### src/rtl/dpc_map.svh
// Register offsets, field positions, reset values and timing counts of the
// dual channel position capture block.
// Assumes a 10 MHz system clock and byte addressing on an APB port.
`ifndef DPC_MAP_SVH
`define DPC_MAP_SVH

`define DPC_ADDR_W 8
`define DPC_OFF_TRIG_SRC 8'h00
`define DPC_OFF_POS_SRC 8'h04
`define DPC_OFF_POLARITY 8'h08
`define DPC_OFF_ARM 8'h0C
`define DPC_OFF_DONE 8'h10
`define DPC_OFF_ACT1 8'h14
`define DPC_OFF_ACT2 8'h18
`define DPC_OFF_REF1 8'h1C
`define DPC_OFF_REF2 8'h20

`define DPC_RST_TRIG_SRC 4'h4
`define DPC_RST_POS_SRC 1'h1
`define DPC_RST_POLARITY 2'h3
`define DPC_RST_REPEAT 1'h0

`define DPC_ARM_ABORT_BIT 14
`define DPC_ARM_REPEAT_BIT 15
`define DPC_SRC_W 2
`define DPC_SRC_INPUT_ONE 2'h0
`define DPC_SRC_INPUT_TWO 2'h1
`define DPC_SRC_REF_INDEX 2'h2
`define DPC_SRC_ACT_INDEX 2'h3
`define DPC_SRC_INDEX_BIT 1

`define DPC_CLK_HZ 10_000_000
`define DPC_DELAY_US 100
`define DPC_SCATTER_US 10
`define DPC_DELAY_CYC ((`DPC_DELAY_US * `DPC_CLK_HZ + 999_999) / 1_000_000)
`define DPC_DLY_W 10

`endif

### src/rtl/dpc_pkg.sv
// Types shared by the dual channel position capture block.
// Assumes the offsets and counts of dpc_map.svh.
package dpc_pkg;

    typedef enum logic [2:0] {
        dpc_idle,
        dpc_wait,
        dpc_delay,
        dpc_fix,
        dpc_held
    } dpc_state_t;

    typedef struct packed {
        logic repeat_en;
        logic pos_src;
        logic rise;
        logic [1:0] trig_src;
    } dpc_cfg_t;

    typedef struct packed {
        logic [31:0] act;
        logic [31:0] ref_pos;
    } dpc_cap_t;

endpackage

### src/rtl/dpc_chan.sv
// One capture channel: input delay, latching of both positions, done flag.
// Assumes edge pulses come from a synchronised trigger and that arm and
// abort are single-cycle pulses from the register file.
`timescale 1ns/1ns
`include "dpc_map.svh"

module dpc_chan (
    // Clock and reset
    input wire logic clk_sys,
    input wire logic rst,
    // Commands and latched settings
    input wire logic arm,
    input wire logic abort,
    input wire logic repeat_en,
    input wire logic pos_src,
    input wire logic trig_edge,
    // Live positions
    input wire logic [31:0] act_pos,
    input wire logic [31:0] ref_pos,
    // Results
    output dpc_pkg::dpc_cap_t cap,
    output logic done
);
    import dpc_pkg::*;

    localparam logic [`DPC_DLY_W-1:0] DLY_LAST = `DPC_DLY_W'(`DPC_DELAY_CYC - 1);

    dpc_state_t state_q;
    logic [`DPC_DLY_W-1:0] dly_q;
    dpc_cap_t cap_q;
    logic done_q;

    assign cap = cap_q;
    assign done = done_q;

    always_ff @(posedge clk_sys) begin
        if (rst || abort) begin
            state_q <= dpc_idle;
        end else if (arm) begin
            state_q <= dpc_wait;
        end else begin
            case (state_q)
                // Edges inside the delay window are dropped, not queued.
                dpc_wait: if (trig_edge) state_q <= dpc_delay;
                dpc_delay: if (dly_q == DLY_LAST) state_q <= dpc_fix;
                dpc_fix: state_q <= repeat_en ? dpc_wait : dpc_held;
                dpc_idle: state_q <= dpc_idle;
                dpc_held: state_q <= dpc_held;
                default: state_q <= dpc_idle;
            endcase
        end
    end

    always_ff @(posedge clk_sys) begin
        if (rst || state_q != dpc_delay) begin
            dly_q <= '0;
        end else begin
            dly_q <= dly_q + `DPC_DLY_W'(1);
        end
    end

    // The selected source is frozen at the end of the delay; the other value
    // follows one cycle later, which is what software sees as derived.
    always_ff @(posedge clk_sys) begin
        if (rst || (arm && !abort)) begin
            cap_q <= '0;
        end else if (state_q == dpc_delay && dly_q == DLY_LAST) begin
            if (pos_src) cap_q.ref_pos <= ref_pos;
            else cap_q.act <= act_pos;
        end else if (state_q == dpc_fix) begin
            if (pos_src) cap_q.act <= act_pos;
            else cap_q.ref_pos <= ref_pos;
        end
    end

    always_ff @(posedge clk_sys) begin
        if (rst || (arm && !abort)) begin
            done_q <= 1'b0;
        end else if (state_q == dpc_fix) begin
            done_q <= 1'b1;
        end
    end

endmodule // dpc_chan

### src/rtl/dpc_top.sv
// Top of the dual channel position capture block: APB register file,
// trigger synchronisers, source selection, edge detection, two channels.
// Assumes an APB master on clk_sys and position words valid every cycle.
//
// Design decisions made here: register access over APB and the address map.
`timescale 1ns/1ns
`include "dpc_map.svh"

module dpc_top (
    // Clock and reset
    input wire logic clk_sys,
    input wire logic rst,
    // APB slave
    input wire logic psel,
    input wire logic penable,
    input wire logic pwrite,
    input wire logic [`DPC_ADDR_W-1:0] paddr,
    input wire logic [31:0] pwdata,
    output logic [31:0] prdata,
    output logic pready,
    output logic pslverr,
    // Trigger sources and encoder module presence
    input wire logic trigger_input_one,
    input wire logic trigger_input_two,
    input wire logic ref_index,
    input wire logic act_index,
    input wire logic encoder_module_slot,
    // Live positions
    input wire logic [31:0] act_pos,
    input wire logic [31:0] ref_pos
);
    import dpc_pkg::*;

    localparam int NCH = 2;
    localparam int NSRC = 4;

    function automatic logic hit(
        input logic [`DPC_ADDR_W-1:0] addr,
        input logic [`DPC_ADDR_W-1:0] off
    );
        hit = (addr == off);
    endfunction

    function automatic logic pick(
        input logic [NSRC-1:0] lvl,
        input logic [`DPC_SRC_W-1:0] src
    );
        pick = lvl[src];
    endfunction

    // APB handshake.
    logic acc;
    logic wr_en;
    logic pready_q;
    logic pslverr_q;
    logic [31:0] prdata_q;

    assign acc = psel && penable;
    // A write lands only at the edge where pready is seen high.
    assign wr_en = acc && pready_q && pwrite;
    assign pready = pready_q;
    assign pslverr = pslverr_q;
    assign prdata = prdata_q;

    // Settings held by software.
    logic [3:0] trig_src_q;
    logic pos_src_q;
    logic [1:0] polarity_q;
    logic repeat_q;

    // Channel side.
    logic [NCH-1:0] arm;
    logic [NCH-1:0] abort;
    logic [NCH-1:0] done;
    logic [NCH-1:0] trig_edge;
    dpc_cfg_t cfg_q [NCH];
    dpc_cap_t cap [NCH];

    // Trigger synchronisers.
    logic [NSRC-1:0] trig_raw;
    logic [NSRC-1:0] sync1_q;
    logic [NSRC-1:0] sync2_q;
    logic fitted_q;

    assign trig_raw = {act_index, ref_index, trigger_input_two, trigger_input_one};

    // Register writes.
    logic wr_arm;

    assign wr_arm = wr_en && hit(paddr, `DPC_OFF_ARM);

    always_ff @(posedge clk_sys) begin
        if (rst) begin
            trig_src_q <= `DPC_RST_TRIG_SRC;
        end else if (wr_en && hit(paddr, `DPC_OFF_TRIG_SRC)) begin
            trig_src_q <= pwdata[3:0];
        end
    end

    always_ff @(posedge clk_sys) begin
        if (rst) begin
            pos_src_q <= `DPC_RST_POS_SRC;
        end else if (wr_en && hit(paddr, `DPC_OFF_POS_SRC)) begin
            pos_src_q <= pwdata[0];
        end
    end

    always_ff @(posedge clk_sys) begin
        if (rst) begin
            polarity_q <= `DPC_RST_POLARITY;
        end else if (wr_en && hit(paddr, `DPC_OFF_POLARITY)) begin
            polarity_q <= pwdata[1:0];
        end
    end

    always_ff @(posedge clk_sys) begin
        if (rst) begin
            repeat_q <= `DPC_RST_REPEAT;
        end else if (wr_arm) begin
            repeat_q <= pwdata[`DPC_ARM_REPEAT_BIT];
        end
    end

    // Abort stops both channels and overrides arm bits in the same write.
    always_comb begin
        for (int c = 0; c < NCH; c++) begin
            abort[c] = wr_arm && pwdata[`DPC_ARM_ABORT_BIT];
            arm[c] = wr_arm && pwdata[c] && !pwdata[`DPC_ARM_ABORT_BIT];
        end
    end

    // APB timing: one wait state, read data loaded in the first access cycle.
    always_ff @(posedge clk_sys) begin
        if (rst) begin
            pready_q <= 1'b0;
        end else begin
            pready_q <= acc && !pready_q;
        end
    end

    logic mapped;
    logic read_only;

    always_comb begin
        mapped = hit(paddr, `DPC_OFF_TRIG_SRC) || hit(paddr, `DPC_OFF_POS_SRC)
            || hit(paddr, `DPC_OFF_POLARITY) || hit(paddr, `DPC_OFF_ARM)
            || hit(paddr, `DPC_OFF_DONE) || hit(paddr, `DPC_OFF_ACT1)
            || hit(paddr, `DPC_OFF_ACT2) || hit(paddr, `DPC_OFF_REF1)
            || hit(paddr, `DPC_OFF_REF2);
        read_only = hit(paddr, `DPC_OFF_DONE) || hit(paddr, `DPC_OFF_ACT1)
            || hit(paddr, `DPC_OFF_ACT2) || hit(paddr, `DPC_OFF_REF1)
            || hit(paddr, `DPC_OFF_REF2);
    end

    always_ff @(posedge clk_sys) begin
        if (rst) begin
            pslverr_q <= 1'b0;
        end else if (acc && !pready_q) begin
            pslverr_q <= !mapped || (pwrite && read_only);
        end else begin
            pslverr_q <= 1'b0;
        end
    end

    logic [31:0] rd_mux;

    always_comb begin
        rd_mux = '0;
        if (hit(paddr, `DPC_OFF_TRIG_SRC)) begin
            rd_mux = {28'h000_0000, trig_src_q};
        end else if (hit(paddr, `DPC_OFF_POS_SRC)) begin
            rd_mux = {31'h0000_0000, pos_src_q};
        end else if (hit(paddr, `DPC_OFF_POLARITY)) begin
            rd_mux = {30'h0000_0000, polarity_q};
        end else if (hit(paddr, `DPC_OFF_ARM)) begin
            rd_mux = {16'h0000, repeat_q, 15'h0000};
        end else if (hit(paddr, `DPC_OFF_DONE)) begin
            rd_mux = {30'h0000_0000, done};
        end else if (hit(paddr, `DPC_OFF_ACT1)) begin
            rd_mux = cap[0].act;
        end else if (hit(paddr, `DPC_OFF_ACT2)) begin
            rd_mux = cap[1].act;
        end else if (hit(paddr, `DPC_OFF_REF1)) begin
            rd_mux = cap[0].ref_pos;
        end else if (hit(paddr, `DPC_OFF_REF2)) begin
            rd_mux = cap[1].ref_pos;
        end
    end

    always_ff @(posedge clk_sys) begin
        if (rst) begin
            prdata_q <= '0;
        end else if (acc && !pready_q && !pwrite) begin
            prdata_q <= rd_mux;
        end
    end

    // Synchronise every trigger source once, so both channels see the same
    // delayed copy and a shared input cannot fire one channel early.
    genvar s;
    generate
        for (s = 0; s < NSRC; s++) begin : g_sync
            always_ff @(posedge clk_sys) begin
                if (rst) begin
                    sync1_q[s] <= 1'b0;
                    sync2_q[s] <= 1'b0;
                end else begin
                    sync1_q[s] <= trig_raw[s];
                    sync2_q[s] <= sync1_q[s];
                end
            end
        end
    endgenerate

    always_ff @(posedge clk_sys) begin
        if (rst) begin
            fitted_q <= 1'b0;
        end else begin
            fitted_q <= encoder_module_slot;
        end
    end

    // Per channel: settings latched at arm, source selection, edge detect.
    genvar c;
    generate
        for (c = 0; c < NCH; c++) begin : g_ch
            logic prev_q;
            logic lvl;
            logic src_ok;
            logic [`DPC_SRC_W-1:0] new_src;

            assign new_src = trig_src_q[`DPC_SRC_W*c +: `DPC_SRC_W];
            assign lvl = pick(sync2_q, cfg_q[c].trig_src);
            // Index sources stay quiet without an encoder module.
            assign src_ok = !cfg_q[c].trig_src[`DPC_SRC_INDEX_BIT] || fitted_q;

            always_ff @(posedge clk_sys) begin
                if (rst) begin
                    cfg_q[c] <= '{
                        repeat_en: `DPC_RST_REPEAT,
                        pos_src: `DPC_RST_POS_SRC,
                        rise: polarity_q[c],
                        trig_src: `DPC_SRC_INPUT_ONE
                    };
                end else if (arm[c]) begin
                    cfg_q[c].repeat_en <= pwdata[`DPC_ARM_REPEAT_BIT];
                    cfg_q[c].pos_src <= pos_src_q;
                    cfg_q[c].rise <= polarity_q[c];
                    cfg_q[c].trig_src <= new_src;
                end
            end

            // On arm the reference level follows the new source, so a source
            // switch is not mistaken for an edge.
            always_ff @(posedge clk_sys) begin
                if (rst) begin
                    prev_q <= 1'b0;
                end else if (arm[c]) begin
                    prev_q <= pick(sync2_q, new_src);
                end else begin
                    prev_q <= lvl;
                end
            end

            always_comb begin
                if (cfg_q[c].rise) begin
                    trig_edge[c] = src_ok && lvl && !prev_q;
                end else begin
                    trig_edge[c] = src_ok && !lvl && prev_q;
                end
            end

            dpc_chan u_chan (
                .clk_sys(clk_sys),
                .rst(rst),
                .arm(arm[c]),
                .abort(abort[c]),
                .repeat_en(cfg_q[c].repeat_en),
                .pos_src(cfg_q[c].pos_src),
                .trig_edge(trig_edge[c]),
                .act_pos(act_pos),
                .ref_pos(ref_pos),
                .cap(cap[c]),
                .done(done[c])
            );
        end
    endgenerate

endmodule // dpc_top

### config.mk
export PLATFORM = sky130hd
export DESIGN_NAME = dpc_top
export DESIGN_NICKNAME = d
export VERILOG_FILES = /design/src/rtl/dpc_pkg.sv /design/src/rtl/dpc_chan.sv /design/src/rtl/dpc_top.sv
export VERILOG_INCLUDE_DIRS = /design/src /design/src/rtl
export SDC_FILE = /design/constraint.sdc
export NUM_CORES = 1
export LEC_CHECK = 0
export ABC_AREA = 0
export BUFFER_PORTS_ARGS = -buffer_cell sky130_fd_sc_hd__buf_2
export CORE_MARGIN = 4
export CORE_UTILIZATION = 62
export CTS_CLUSTER_SIZE = 16
export DETAILED_ROUTE_END_ITERATION = 16
export HOLD_SLACK_MARGIN = 0.12
export PLACE_DENSITY_LB_ADDON = 0.2
export SLEW_MARGIN = 20
export SYNTH_ARGS = -nofsm -noshare
export SYNTH_HDL_FRONTEND = slang
export SYNTH_SLANG_ARGS = --single-unit
### constraint.sdc
create_clock -name clk_sys -period 3.9 [get_ports clk_sys]
set_input_delay 0.39 -clock clk_sys [delete_from_list [all_inputs] [get_ports clk_sys]]
set_output_delay 0.39 -clock clk_sys [all_outputs]
set_load 0.03 [all_outputs]
==> run metrics <==
run status=finished clean; top_reg_cell synth=dfxtp_1; largest net degree at the start of global routing=69; crit-path cells=or3b_2 -> nor4_1 -> and2_1 -> buf_4 -> a22oi_1 -> a21oi_1; dpl hpwl=18320 µm; RSZ-0062 raised after global routing=no; Via density=6.250; Pre-Repair DR Iteration Count=6; slew margin rel.=34.10%; Wirelength per Cell=19.50 µm; initial antenna violation count=1; synth unique cells=63; Slowest-stage cell, CP=and2_1; post_cts resized=0; clock tree sinks=219; Setup TNS Final=0 ns; die height=138.4 µm; Num CTS Buffers=23; CTS clk-pin slew, worst paths=0.06 ns; Critical path buffers and inverters=1; # Max-Cap Violations=0; EDFF count, synth=10; initial detailed-routing violation count=976; Area Overhead vs Synth=14.13%; vias=9662; Ports=148; CTS max path bufs=3; I/O Buffers=121; effective utilization at floorplan=63.39%; Placer Congestion=0.8404; Final Hold Viols=0; worst clock skew=0.01215 ns; crit start category=flip-flop; critical path depth=6; Worst path max stage delay=0.85 ns; htree depth=1; antenna cell count=0; syn_nets=1352; Required @ worst endpoint=4.34 ns; DRC viols=0; Post-synth ARST share=0%; crit share post-route=75.32%; WHS Path Cells=3; sequential area share after synthesis=42.51%; die area=19170 µm²; GR Util met1=40.84%; layout cells sized above 1=17.72%; Die Wd=138.4 µm; Setup-failing EPs final=0; syn_area_per_cell=8.535 µm²; core region area=16640 µm²; commonest non-fill, non-tap cells in the layout=dfxtp_1, nand2_1, buf_2, nor2_1, mux2i_1; Critical Path Fanout Max=18; leakage=4.080 nW; Arrival @ worst endpoint=3.37 ns; Final min period=2.937 ns; gr usage total=30.07%; area of the mapped netlist=10550 µm²; Clock Tree Root=clkbuf_16; GR Overflow Total=0; met2 usage=50.15%; post-route cell area=12040 µm²; PD cells=384.4 nW/µm²; worst-margin pin slew=0.9884 ns; kind of critical path=reg2reg; commonest non-fill, non-tap cell in the layout=dfxtp_1; Peak VDD IR=313.5 µV; HP Class=in2reg; fmax=0.3404 GHz; # rows=47; grt peak-use layer=met2; Area after DPL=11240 µm²; M3 GR Usage=5.283%; yosys warns=0; final WL=30150 µm; number of global-route vias before repair=9295; Final Max Slew Viols=0; Final nets=1426; first-pass GRT wire length=48400 µm; Syn Inst Count=1236; hold slack=0.1507 ns; Worst R2R Path Depth=6; Skew-Pair Late Insertion Delay=0.51 ns; CP Capture Type=flip-flop; #FFs+latches synth=219; Top delay family on crit path=simple AND/OR/NAND/NOR gates; ANT nets after route=0; CTS tree=built
synth_stat cells (8+ instances only):
cell | instances | share of area [%]
a21oi_1 | 59 | 2.8
a21oi_2 | 20 | 1.7
a221oi_1 | 26 | 2.2
a22o_1 | 34 | 2.8
a22oi_1 | 69 | 4.9
a31oi_1 | 28 | 1.7
and2_1 | 35 | 2.1
and3_1 | 10 | 0.59
buf_2 | 26 | 1.2
buf_4 | 8 | 0.57
clkbuf_1 | 66 | 2.3
dfxtp_1 | 209 | 40
edfxtp_1 | 10 | 2.8
inv_1 | 40 | 1.4
mux2i_1 | 77 | 7.3
nand2_1 | 140 | 5.0
nand2b_1 | 9 | 0.53
nand3_1 | 49 | 2.3
nor2_1 | 104 | 3.7
nor2b_1 | 23 | 1.4
nor3_1 | 9 | 0.43
o21ai_0 | 68 | 3.2
o22ai_1 | 27 | 1.6
xnor2_1 | 8 | 0.66
xor2_1 | 8 | 0.66
area by class of cell:
cell class | instances | area, µm²
Fill cell | 1321 | 4603
Clock inverter | 7 | 35.03
Tap cell | 220 | 275.3
Inverter | 40 | 150.1
Timing Repair Buffer | 155 | 910.9
Multi-Input combinational cell | 871 | 5474
Clock buffer | 34 | 708.2
Sequential cell | 219 | 4486
metrics by stage:
| stage | cells | utilization, % | power (mW) | setup slack, ns |
|---|---|---|---|---|
| 5_1_grt | 1546 | 72.34 | 4.762 | 0.8499 |
| 3_3_place_gp | 1500 | 67.57 | 2.528 | 1.115 |
| 4_1_cts | 1546 | 72.33 | 4.639 | 1.031 |
| 6_report | 1546 | 72.34 | 4.628 | 0.9626 |
| 3_5_place_dp | 1500 | 67.57 | 2.531 | 1.101 |
| 2_1_floorplan | 1236 | - | 2.427 | 1.532 |
logic make-up (layout without fill, tap and decap cells):
family	after synthesis	in the layout	share of synthesized area, %
flops	219	219	42.51
buf+inv	146	236	6.203
simple gates	418	418	18.98
compound gates	355	355	22.90
xor+xnor	16	16	1.328
fa+ha+maj	2	2	0.2372
mux	80	80	7.840
sequential cells by signal, summed over array words and instances (netlist names):
| name | cells |
|---|---|
| cfg_q | 10 |
| fitted_q | 1 |
| g_ch.prev_q | 2 |
| g_ch.u_chan.cap | 128 |
| g_ch.u_chan.dly_q | 20 |
| g_ch.u_chan.done | 2 |
| g_ch.u_chan.state_q | 6 |
| polarity_q | 2 |
| pos_src_q | 1 |
| prdata | 32 |
| pready | 1 |
| pslverr | 1 |
| repeat_q | 1 |
| sync1_q | 4 |
| sync2_q | 4 |
| trig_src_q | 4 |
what timing repair did:
action                    in CTS  in global routing
setup buffers                  0                  0
hold buffers                   5                  0
hold endpoints to repair       5                  0
metal layers:
layer,wire [µm],up-vias,share of wire (%)
met4,679,2,2.3
li1,-,4569,-
met1,12740,4620,42
met3,2411,59,8.0
met2,14300,412,47
met5,7,-,0.023
power by group:
part / internal [mW] / switching [mW] / total [mW]
combinational: 0.0731 / 0.149 / 0.222
sequential: 2.26 / 0.00783 / 2.27
clock: 1.25 / 0.883 / 2.14
path summary, 6_finish.rpt:
| path | end | start | slack (ns) |
|---|---|---|---|
| hold reg to reg | sync2_q[1] | sync1_q[1] | 0.44 |
| setup reg to reg | g_ch[0].u_chan.cap[31] | g_ch[0].u_chan.dly_q[2] | 0.96 |
| setup / recovery | g_ch[0].u_chan.cap[31] | g_ch[0].u_chan.dly_q[2] | 0.96 |
| hold / removal | trig_src_q[3] | pwdata[3] | 0.15 |
worst reg2reg max path, delay by kind of cell, from the launching register on:
family                 cells  cell delay [ns]
and+or+nand+nor            3             1.83
AOI/OAI and AO/OA          2             0.30
DFF                        1             0.39
buffers and inverters      1             0.35
Note: power is estimated with default switching activity, not from simulation.
